**config.mk**
```make
export PLATFORM = sky130hd
export DESIGN_NAME = cfl_core
export DESIGN_NICKNAME = d
export VERILOG_FILES = /design/src/shared/cfl_pkg.sv /design/src/rtl/cfl_adder.sv /design/src/rtl/cfl_core.sv
export SDC_FILE = /design/constraint.sdc
export NUM_CORES = 1
export LEC_CHECK = 0
export ABC_AREA = 1
export BUFFER_PORTS_ARGS = -buffer_cell sky130_fd_sc_hd__buf_4
export CAP_MARGIN = 40
export CORE_UTILIZATION = 40
export DETAILED_ROUTE_END_ITERATION = 8
export PLACE_DENSITY = 0.63
export SYNTH_ARGS = -nofsm -noshare
export SYNTH_HDL_FRONTEND = slang
export SYNTH_SLANG_ARGS = --single-unit
```
**constraint.sdc**
```tcl
create_clock -name mclk -period 8.7 [get_ports mclk]
set_input_delay 0.435 -clock mclk [delete_from_list [all_inputs] [get_ports mclk]]
set_output_delay 0.435 -clock mclk [all_outputs]
set_load 0.1 [all_outputs]
```
**src/shared/cfl_pkg.sv**
```systemverilog
// Purpose: shared constants for the status flag and arithmetic datapath block
// Assumes: 8-bit core, phi derived from mclk by the main clock division ratio field
// Notes:   offsets are byte addresses on the plain register port
package cfl_pkg;
	// ****************************************************************
	// flag positions and reset value
	// ****************************************************************
	localparam int unsigned FLAG_C = 0;
	localparam int unsigned FLAG_Z = 1;
	localparam int unsigned FLAG_I = 2;
	localparam int unsigned FLAG_D = 3;
	localparam int unsigned FLAG_B = 4;
	localparam int unsigned FLAG_T = 5;
	localparam int unsigned FLAG_V = 6;
	localparam int unsigned FLAG_N = 7;
	localparam logic [7:0] PS_RESET = 8'h04; // only interrupt disable defined

	// ****************************************************************
	// register map
	// ****************************************************************
	localparam logic [7:0] ADDR_DIR0     = 8'h01; // port direction, write-only
	localparam logic [7:0] ADDR_DIR1     = 8'h03; // port direction, write-only
	localparam logic [7:0] ADDR_CLKMODE  = 8'h3B; // main clock division ratio at bits 7:6
	localparam logic [7:0] ADDR_IRQREQ   = 8'h3C; // interrupt request bits
	localparam logic [7:0] ADDR_STATUS   = 8'h3D; // processor_status readback
	localparam logic [7:0] ADDR_REWRITE  = 8'h3E; // bit 0: flash self-rewrite mode
	localparam int unsigned RATIO_LSB    = 6;
	localparam logic [7:0] CLKMODE_RESET = 8'h00;
	localparam logic [7:0] IRQREQ_RESET  = 8'h00;
	localparam logic [7:0] DIR_RESET     = 8'h00;

	// ****************************************************************
	// timing
	// ****************************************************************
	localparam longint unsigned MCLK_HZ            = 25000000;
	localparam longint unsigned REWRITE_PHI_MAX_HZ = 4000000; // 4.0 MHz ceiling
	// least divisor keeping phi at or under the ceiling, rounded up
	localparam logic [3:0] REWRITE_MIN_DIV =
		4'((MCLK_HZ + REWRITE_PHI_MAX_HZ - 1) / REWRITE_PHI_MAX_HZ);

	// ****************************************************************
	// operations
	// ****************************************************************
	typedef enum logic [3:0] {
		OP_ADD     = 4'b0000, // add with carry
		OP_SUB     = 4'b0001, // subtract_with_borrow_instr
		OP_SETC    = 4'b0010, // set_carry_instr
		OP_CLRC    = 4'b0011, // clear_carry_instr
		OP_CLRD    = 4'b0100, // clear_decimal_instr
		OP_SETD    = 4'b0101,
		OP_SETI    = 4'b0110,
		OP_CLRI    = 4'b0111,
		OP_SETT    = 4'b1000,
		OP_CLRT    = 4'b1001,
		OP_MUL     = 4'b1010, // product_instr
		OP_DIV     = 4'b1011,
		OP_BBSET   = 4'b1100, // bit_set_branch on interrupt request bit
		OP_BBCLR   = 4'b1101, // bit_clear_branch on interrupt request bit
		OP_NOP     = 4'b1110,
		OP_MOVE    = 4'b1111  // transfer operand to destination
	} cfl_op_e;
endpackage : cfl_pkg

```
**src/rtl/cfl_adder.sv**
```systemverilog
// Purpose: 8-bit add/subtract with optional decimal adjust
// Assumes: operands are packed BCD when dec is high
// Notes:   purely combinational
`timescale 1ns/10ps
`default_nettype none
module cfl_adder (
	input  wire logic [7:0] a,
	input  wire logic [7:0] b,
	input  wire logic       cin,
	input  wire logic       sub,
	input  wire logic       dec,
	output logic      [7:0] sum,
	output logic            cout,
	output logic            ovf
);
	logic [8:0] bin;
	logic [7:0] bop;
	logic [4:0] lo;
	logic [4:0] hi;
	logic       lc;

	// binary path, subtract as add of inverted operand
	always_comb begin
		bop = sub ? ~b : b;
		bin = {1'b0, a} + {1'b0, bop} + {8'h00, cin};
	end

	// decimal path, nibble by nibble; cin is carry (add) or not-borrow (sub)
	always_comb begin
		lc = 1'b0;
		if (!sub) begin
			lo = {1'b0, a[3:0]} + {1'b0, b[3:0]} + {4'h0, cin};
			if (lo > 5'h09) begin
				lo = lo + 5'h06;
				lc = 1'b1;
			end
			hi = {1'b0, a[7:4]} + {1'b0, b[7:4]} + {4'h0, lc};
			if (hi > 5'h09) hi = hi + 5'h06;
		end else begin
			lo = {1'b0, a[3:0]} - {1'b0, b[3:0]} - {4'h0, ~cin};
			if (lo[4]) begin
				lo = lo - 5'h06;
				lc = 1'b1;
			end
			hi = {1'b0, a[7:4]} - {1'b0, b[7:4]} - {4'h0, lc};
			if (hi[4]) hi = hi - 5'h06;
		end
	end

	// select result; decimal carry is carry-out (add) or not-borrow (sub)
	always_comb begin
		if (dec) begin
			sum  = {hi[3:0], lo[3:0]};
			cout = sub ? ~hi[4] : hi[4];
		end else begin
			sum  = bin[7:0];
			cout = bin[8];
		end
		ovf = (a[7] == bop[7]) && (bin[7] != a[7]);
	end
endmodule : cfl_adder
`default_nettype wire

```
**src/rtl/cfl_core.sv**
```systemverilog
// Purpose: processor status flags, arithmetic datapath, phi timing and core-side registers
// Assumes: one operation at a time, issued by op_start while busy is low
// Notes:   registers on a plain port, read data one cycle after the read strobe
//
// What this block does
// - reset sets interrupt disable to 1; other status flags need not be defined
// - written interrupt request bits reach bit-test branches only one instruction later
// - decimal flag 1 makes add and subtract produce decimal-adjusted results
// - in decimal mode only carry is meaningful; N, V, Z are not valid
// - multiply and divide ignore the index-X and decimal flags
// - multiply and divide leave the whole status register unchanged
// - port direction registers are write-only; reads never return the stored value
// - execution time equals cycle count times the phi period; a count of zero runs one phi period
// - in self-rewrite mode phi is held at 4.0 MHz or less by a divisor floor over the ratio field
//
// Added by the designer: the address-and-strobe port and the register offsets.
`timescale 1ns/10ps
`default_nettype none
module cfl_core (
	input  wire logic       mclk,
	input  wire logic       rst,
	input  wire logic [7:0] reg_addr,
	input  wire logic [7:0] reg_wdata,
	input  wire logic       reg_wr,
	input  wire logic       reg_rd,
	output logic      [7:0] reg_rdata,
	input  wire logic       op_start,
	input  wire logic [3:0] op_code,
	input  wire logic [3:0] op_cycles,
	input  wire logic [7:0] acc_in,
	input  wire logic [7:0] oper_in,
	input  wire logic [7:0] x_in,
	input  wire logic [7:0] zp_data_in,
	input  wire logic [7:0] irq_event,
	output logic            busy,
	output logic            op_done,
	output logic      [7:0] result,
	output logic      [7:0] result_hi,
	output logic            acc_we,
	output logic            zp_we,
	output logic      [7:0] zp_addr,
	output logic            branch_taken,
	output logic      [7:0] processor_status,
	output logic            phi_tick,
	output logic      [7:0] port_dir0,
	output logic      [7:0] port_dir1,
	output logic            rewrite_mode
);
	// ****************************************************************
	// helpers
	// ****************************************************************
	// phi divisor for each value of the ratio field
	function automatic logic [3:0] ratio_div(input logic [1:0] code);
		unique case (code)
			2'b00:   ratio_div = 4'h2;
			2'b01:   ratio_div = 4'h4;
			2'b10:   ratio_div = 4'h8;
			default: ratio_div = 4'h1;
		endcase
	endfunction : ratio_div

	// refresh the zero and negative flags from a result byte
	function automatic logic [7:0] set_nz(input logic [7:0] ps, input logic [7:0] val);
		set_nz                  = ps;
		set_nz[cfl_pkg::FLAG_Z] = (val == 8'h00);
		set_nz[cfl_pkg::FLAG_N] = val[7];
	endfunction : set_nz

	// ****************************************************************
	// types and storage
	// ****************************************************************
	typedef enum logic {
		ST_IDLE = 1'b0,
		ST_RUN  = 1'b1
	} cfl_state_e;

	cfl_state_e         state;
	cfl_pkg::cfl_op_e   op_q;
	logic        [7:0]  clk_mode;
	logic        [7:0]  irq_req;
	logic        [7:0]  irq_staged;
	logic        [7:0]  irq_visible;
	logic        [3:0]  phi_div;
	logic        [3:0]  phi_cnt;
	logic        [3:0]  cyc_left;
	logic        [7:0]  a_q;
	logic        [7:0]  b_q;
	logic        [7:0]  x_q;
	logic        [7:0]  zp_q;
	logic               use_zp;
	logic               phi_wrap;
	logic               accept;
	logic               finish;
	logic               is_sub;
	logic        [7:0]  add_a;
	logic        [7:0]  add_sum;
	logic               add_cout;
	logic               add_ovf;
	logic        [15:0] product;
	logic        [7:0]  quot;
	logic        [7:0]  remd;
	logic        [7:0]  next_ps;
	logic        [7:0]  next_result;
	logic        [7:0]  next_result_hi;
	logic               next_acc_we;
	logic               next_zp_we;
	logic               next_branch;

	// ****************************************************************
	// phi generation
	// ****************************************************************
	// divisor from the ratio field, with a floor while rewriting flash
	always_comb begin
		phi_div = ratio_div(clk_mode[cfl_pkg::RATIO_LSB +: 2]);
		if (rewrite_mode && (phi_div < cfl_pkg::REWRITE_MIN_DIV)) begin
			phi_div = cfl_pkg::REWRITE_MIN_DIV;
		end
	end

	// greater-or-equal so a divisor shrinking mid-count still wraps
	assign phi_wrap = (phi_cnt >= (phi_div - 4'h1));

	// phi counter; restarted on accept so an instruction lasts whole phi periods
	always_ff @(posedge mclk or posedge rst) begin
		if (rst) begin
			phi_cnt  <= 4'h0;
			phi_tick <= 1'b0;
		end else if (accept) begin
			phi_cnt  <= 4'h0;
			phi_tick <= 1'b0;
		end else if (phi_wrap) begin
			phi_cnt  <= 4'h0;
			phi_tick <= 1'b1;
		end else begin
			phi_cnt  <= phi_cnt + 4'h1;
			phi_tick <= 1'b0;
		end
	end

	// ****************************************************************
	// instruction sequencing
	// ****************************************************************
	// busy is a handshake output and may stay combinational
	assign busy   = (state == ST_RUN);
	assign accept = (state == ST_IDLE) && op_start;
	// a cycle count of zero is taken as one so the core never stalls
	assign finish = (state == ST_RUN) && phi_wrap && (cyc_left <= 4'h1);

	// run state and remaining phi cycles
	always_ff @(posedge mclk or posedge rst) begin
		if (rst) begin
			state    <= ST_IDLE;
			cyc_left <= 4'h0;
		end else if (accept) begin
			state    <= ST_RUN;
			cyc_left <= op_cycles;
		end else if (finish) begin
			state    <= ST_IDLE;
		end else if ((state == ST_RUN) && phi_wrap) begin
			cyc_left <= cyc_left - 4'h1;
		end
	end

	// operands are held from accept so inputs may move during execution
	always_ff @(posedge mclk or posedge rst) begin
		if (rst) begin
			op_q   <= cfl_pkg::OP_NOP;
			a_q    <= 8'h00;
			b_q    <= 8'h00;
			x_q    <= 8'h00;
			zp_q   <= 8'h00;
			use_zp <= 1'b0;
		end else if (accept) begin
			op_q   <= cfl_pkg::cfl_op_e'(op_code);
			a_q    <= acc_in;
			b_q    <= oper_in;
			x_q    <= x_in;
			zp_q   <= zp_data_in;
			use_zp <= processor_status[cfl_pkg::FLAG_T];
		end
	end

	// ****************************************************************
	// datapath
	// ****************************************************************
	assign is_sub = (op_q == cfl_pkg::OP_SUB);
	assign add_a  = use_zp ? zp_q : a_q;

	cfl_adder i_cfl_adder (
		.a    (add_a),
		.b    (b_q),
		.cin  (processor_status[cfl_pkg::FLAG_C]),
		.sub  (is_sub),
		.dec  (processor_status[cfl_pkg::FLAG_D]),
		.sum  (add_sum),
		.cout (add_cout),
		.ovf  (add_ovf)
	);

	// multiply and divide read the accumulator, never the zero-page byte or the mode flags
	always_comb begin
		product = {8'h00, a_q} * {8'h00, b_q};
		if (b_q == 8'h00) begin
			// divide by zero saturates rather than leaving an unknown
			quot = 8'hFF;
			remd = a_q;
		end else begin
			quot = a_q / b_q;
			remd = a_q % b_q;
		end
	end

	// result and flag update decided from the held operation
	always_comb begin
		next_ps        = processor_status;
		next_result    = result;
		next_result_hi = result_hi;
		next_acc_we    = 1'b0;
		next_zp_we     = 1'b0;
		next_branch    = 1'b0;
		unique case (op_q)
			cfl_pkg::OP_ADD, cfl_pkg::OP_SUB: begin
				next_result                   = add_sum;
				next_ps[cfl_pkg::FLAG_C]      = add_cout;
				// in decimal mode N, V and Z stay as they were: they carry no meaning
				if (!processor_status[cfl_pkg::FLAG_D]) begin
					next_ps                  = set_nz(next_ps, add_sum);
					next_ps[cfl_pkg::FLAG_V] = add_ovf;
				end
				next_acc_we = !use_zp;
				next_zp_we  = use_zp;
			end
			cfl_pkg::OP_SETC:  next_ps[cfl_pkg::FLAG_C] = 1'b1;
			cfl_pkg::OP_CLRC:  next_ps[cfl_pkg::FLAG_C] = 1'b0;
			cfl_pkg::OP_CLRD:  next_ps[cfl_pkg::FLAG_D] = 1'b0;
			cfl_pkg::OP_SETD:  next_ps[cfl_pkg::FLAG_D] = 1'b1;
			cfl_pkg::OP_SETI:  next_ps[cfl_pkg::FLAG_I] = 1'b1;
			cfl_pkg::OP_CLRI:  next_ps[cfl_pkg::FLAG_I] = 1'b0;
			cfl_pkg::OP_SETT:  next_ps[cfl_pkg::FLAG_T] = 1'b1;
			cfl_pkg::OP_CLRT:  next_ps[cfl_pkg::FLAG_T] = 1'b0;
			cfl_pkg::OP_MUL: begin
				// status untouched on purpose
				next_result    = product[7:0];
				next_result_hi = product[15:8];
				next_acc_we    = 1'b1;
			end
			cfl_pkg::OP_DIV: begin
				next_result    = quot;
				next_result_hi = remd;
				next_acc_we    = 1'b1;
			end
			cfl_pkg::OP_BBSET: next_branch = irq_visible[b_q[2:0]];
			cfl_pkg::OP_BBCLR: next_branch = !irq_visible[b_q[2:0]];
			cfl_pkg::OP_NOP: begin
				next_ps = processor_status;
			end
			cfl_pkg::OP_MOVE: begin
				next_result = b_q;
				next_ps     = set_nz(next_ps, b_q);
				next_acc_we = !use_zp;
				next_zp_we  = use_zp;
			end
		endcase
	end

	// outputs and status, all taken from flip-flops at the finishing edge
	always_ff @(posedge mclk or posedge rst) begin
		if (rst) begin
			processor_status <= cfl_pkg::PS_RESET;
			result           <= 8'h00;
			result_hi        <= 8'h00;
			branch_taken     <= 1'b0;
			zp_addr          <= 8'h00;
			op_done          <= 1'b0;
			acc_we           <= 1'b0;
			zp_we            <= 1'b0;
		end else begin
			op_done <= finish;
			acc_we  <= finish && next_acc_we;
			zp_we   <= finish && next_zp_we;
			if (finish) begin
				processor_status <= next_ps;
				result           <= next_result;
				result_hi        <= next_result_hi;
				branch_taken     <= next_branch;
				zp_addr          <= x_q;
			end
		end
	end

	// ****************************************************************
	// interrupt request bits
	// ****************************************************************
	// hardware events win over a software write in the same cycle
	always_ff @(posedge mclk or posedge rst) begin
		if (rst) begin
			irq_req <= cfl_pkg::IRQREQ_RESET;
		end else if (reg_wr && (reg_addr == cfl_pkg::ADDR_IRQREQ)) begin
			irq_req <= reg_wdata | irq_event;
		end else begin
			irq_req <= irq_req | irq_event;
		end
	end

	// two-stage copy: a write lands in branch view only after one more instruction
	always_ff @(posedge mclk or posedge rst) begin
		if (rst) begin
			irq_staged  <= cfl_pkg::IRQREQ_RESET;
			irq_visible <= cfl_pkg::IRQREQ_RESET;
		end else begin
			if (accept) begin
				irq_staged <= irq_req;
			end
			if (finish) begin
				irq_visible <= irq_staged;
			end
		end
	end

	// ****************************************************************
	// register port
	// ****************************************************************
	// writable registers
	always_ff @(posedge mclk or posedge rst) begin
		if (rst) begin
			clk_mode     <= cfl_pkg::CLKMODE_RESET;
			port_dir0    <= cfl_pkg::DIR_RESET;
			port_dir1    <= cfl_pkg::DIR_RESET;
			rewrite_mode <= 1'b0;
		end else if (reg_wr) begin
			case (reg_addr)
				cfl_pkg::ADDR_CLKMODE: clk_mode     <= reg_wdata;
				cfl_pkg::ADDR_DIR0:    port_dir0    <= reg_wdata;
				cfl_pkg::ADDR_DIR1:    port_dir1    <= reg_wdata;
				cfl_pkg::ADDR_REWRITE: rewrite_mode <= reg_wdata[0];
				default:               clk_mode     <= clk_mode;
			endcase
		end
	end

	// read data stand for the one cycle after the strobe, zero otherwise
	always_ff @(posedge mclk or posedge rst) begin
		if (rst) begin
			reg_rdata <= 8'h00;
		end else if (reg_rd) begin
			case (reg_addr)
				cfl_pkg::ADDR_CLKMODE: reg_rdata <= clk_mode;
				cfl_pkg::ADDR_IRQREQ:  reg_rdata <= irq_req;
				cfl_pkg::ADDR_STATUS:  reg_rdata <= processor_status;
				cfl_pkg::ADDR_REWRITE: reg_rdata <= {7'h00, rewrite_mode};
				// direction registers fall here: write-only, they read as zero
				default:               reg_rdata <= 8'h00;
			endcase
		end else begin
			reg_rdata <= 8'h00;
		end
	end
endmodule : cfl_core
`default_nettype wire

```
==> impl_metrics.env <==
export IMPL_outcome="finished, violations left"
export IMPL_violations="setup timing"
export IMPL_synth_fp_nets=1815
export IMPL_wire_per_inst_microns=17.4
export IMPL_place_ws_ns=-0.512
export IMPL_avgSynthCellArea_sq_um=7.44
export IMPL_dpl_cell_count=2178
export IMPL_grt_pass1_wl_microns=60000
export IMPL_grt_usage=0.251
export IMPL_yosys_area_top_type="dfrtp_1"
export IMPL_drive_gt1_frac=0.292
export IMPL_rows=62
export IMPL_grt_remaining_overflow=0
export IMPL_avgViaCountPerCell=5.22
export IMPL_crit_slowest_cell="dfrtp_1"
export IMPL_cts_sinks=139
export IMPL_skew_ns=0.0170
export IMPL_clockRootBuffer="clkbuf_16"
export IMPL_crit_fanout=4
export IMPL_timing_hold_ws_ns=0.0991
export IMPL_vias=11900
export IMPL_grt_max_degree=75
export IMPL_finalWirelength_microns=39800
export IMPL_cpLargestDelayFamily="buffers and inverters"
export IMPL_critPathKind="reg -> reg"
export IMPL_setup_slack_ns=-0.616
export IMPL_ys_warn_count=0
export IMPL_max_cap_violations=0
export IMPL_io_pin_count=132
export IMPL_required_ns=9.02
export IMPL_path_common_cell="buf_4"
export IMPL_clock_latency_ns=0.44
export IMPL_drc_errors=0
export IMPL_synth_edf_count=0
export IMPL_nets=2118
export IMPL_synthFlopType="dfrtp_1"
export IMPL_tightest_slew_ns=0.891
export IMPL_yosys_top_cells_area="dfrtp_1 29%, nand2_1 14%, ha_1 12%"
export IMPL_slew_limit_headroom=0.401
export IMPL_hp_class="in -> async"
export IMPL_yosysUniqueCellTypes=59
export IMPL_fin_area_sq_um=16000
export IMPL_first_global_vias=11600
export IMPL_placed_cell_area_sq_um=14000
export IMPL_ys_seq_area_frac=0.295
export IMPL_hold_viol_final=0
export IMPL_clockBufferDepth=2
export IMPL_nFillCells=2584
export IMPL_yosysTopAreaCellShare=0.286
export IMPL_syn_to_final_growth_pct=35.9
export IMPL_cts_clk_slew_worst_paths_ns=0.07
export IMPL_drt_antenna_violating_nets=0
export IMPL_timing_fmax_mhz=107
export IMPL_start_kind="flip-flop"
export IMPL_syn_cell_area_sq_um=11800
export IMPL_worst_setup_path_end_kind="flip-flop"
export IMPL_start_util=0.409
export IMPL_final_max_slew_viol_count=0
export IMPL_path_buf_inv=45
export IMPL_dieHeight_microns=174
export IMPL_die_w_microns=174
export IMPL_port_buffers=130
export IMPL_setup_viol=10
export IMPL_rsz0062_at_grt="yes"
export IMPL_gp_congestion=0.944
export IMPL_period_minus_slack_ns=9.32
export IMPL_die_area_sq_um=30200
export IMPL_drt_iter0_drc=1042
export IMPL_cts_buffers=17
export IMPL_syn_inst=1587
export IMPL_cts_htree_levels=4
export IMPL_worst_path_largest_cell_delay_ns=0.41
export IMPL_cts_tree="done"
export IMPL_ys_ff_latch=139
export IMPL_critPathArrivalTime_ns=9.64
export IMPL_antenna_cells=0
export IMPL_dp_hpwl_microns=27200
export IMPL_core_area_sq_um=28900
export IMPL_drtPass1Iterations=6
export IMPL_fin_cells=2287
export IMPL_ys_async_sr_fraction=1.00
export IMPL_post_route_period_util=1.07
export IMPL_antenna_found_initial=0
-- worst paths after layout --
path / from / end / slack [ns] / cells after the start
worst max register to register: a_q[7] / result[4] / -0.62 / 68
worst min-delay path: rst / port_dir1[7] / 0.1 / 2
worst max-delay path: a_q[7] / result[4] / -0.62 / 68
worst min register to register: irq_staged[3] / irq_visible[3] / 0.47 / 2
max in group asynchronous: rst / b_q[0] / 7.58 / 4
min in group mclk: irq_event[2] / irq_req[2] / 0.19 / 3
-- cell type report --
| type | count | area (sq um) | share of cell area |
|---|---|---|---|
| sequential | 139 | 3480 | 0.217 |
| tap | 384 | 480 | 0.0299 |
| inverter | 243 | 940 | 0.0586 |
| timing repair buffer | 331 | 2540 | 0.158 |
| clock buffer | 18 | 439 | 0.0274 |
| multi-input combinational | 1158 | 8040 | 0.501 |
| clock inverter | 14 | 125 | 0.00780 |
-- metal layers --
metal  vias up  part of all wire  global-route usage
li1       5673                 -                   -
met4         0             0.044              0.0961
met3       141             0.084              0.0579
met2       508              0.46               0.403
met5         -                 0                   0
met1      5608              0.41               0.328
-- through the flow --
step	util	TNS (ns)
6_report	0.556	-5.38
5_1_grt	0.556	-8.98
4_1_cts	0.533	-0.00941
3_5_place_dp	0.487	-4.08
3_3_place_gp	0.486	-0.711
2_1_floorplan	-	0
-- cells in the mapped netlist (all sizes together), types with 2 or more instances --
cell type	number
a21o	4
o2111ai	2
o22ai	4
a31oi	6
nand4	11
nor3	17
or2	22
clkbuf	30
o21a	6
a221oi	3
nand2	451
a21oi	80
xor2	36
dfrtp	135
dfstp	4
o211ai	13
inv	240
conb	2
xnor2	16
buf	17
clkinv	3
nand2b	2
nor4	3
o221ai	2
nor2	81
nand3	70
and2	7
o21ai	143
fa	47
ha	112
nand3b	3
a22oi	3
o21bai	4
-- placed cells by master (no fill, tap or decap), types with 7 or more instances in the layout --
cell,synthesis,routed
a21oi_1,79,69
a21oi_2,1,8
and2_4,0,7
buf_4,9,320
buf_6,0,10
clkbuf_16,0,17
dfrtp_1,135,134
fa_1,47,47
ha_1,112,89
ha_4,0,23
inv_1,232,220
inv_2,6,12
nand2_1,449,404
nand2_2,2,39
nand2_4,0,8
nand3_1,67,53
nand3_2,3,13
nand4_1,11,11
nor2_1,78,70
nor2_4,2,9
nor3_1,13,10
o211ai_1,12,12
o21ai_0,131,118
o21ai_1,7,11
o21ai_2,5,12
or2_2,17,16
xnor2_1,16,15
xor2_1,36,35
-- what timing repair did --
action                     CTS  global route
pin swaps                   36            94
buffers inserted            68            12
resized for setup           56           136
setup endpoints to repair    9            10
hold buffers                 0             0
-- kinds of logic (layout without fill, tap and decap cells) --
family                     count (synthesis)  after routing  synth area share
buffers and inverters                    290            606            0.0960
muxes                                      1              1          0.000848
and+or+nand+nor                          668            668             0.239
AOI/OAI and AO/OA                        276            276             0.131
xor gates and xnor gates                  52             52            0.0386
adders and majority gates                159            159             0.198
other                                      2              2          0.000636
DFF                                      139            139             0.295
Power is left out: the tool's default activity adds up to more than one toggle a clock period on the data nets, which glitch-free logic cannot reach.
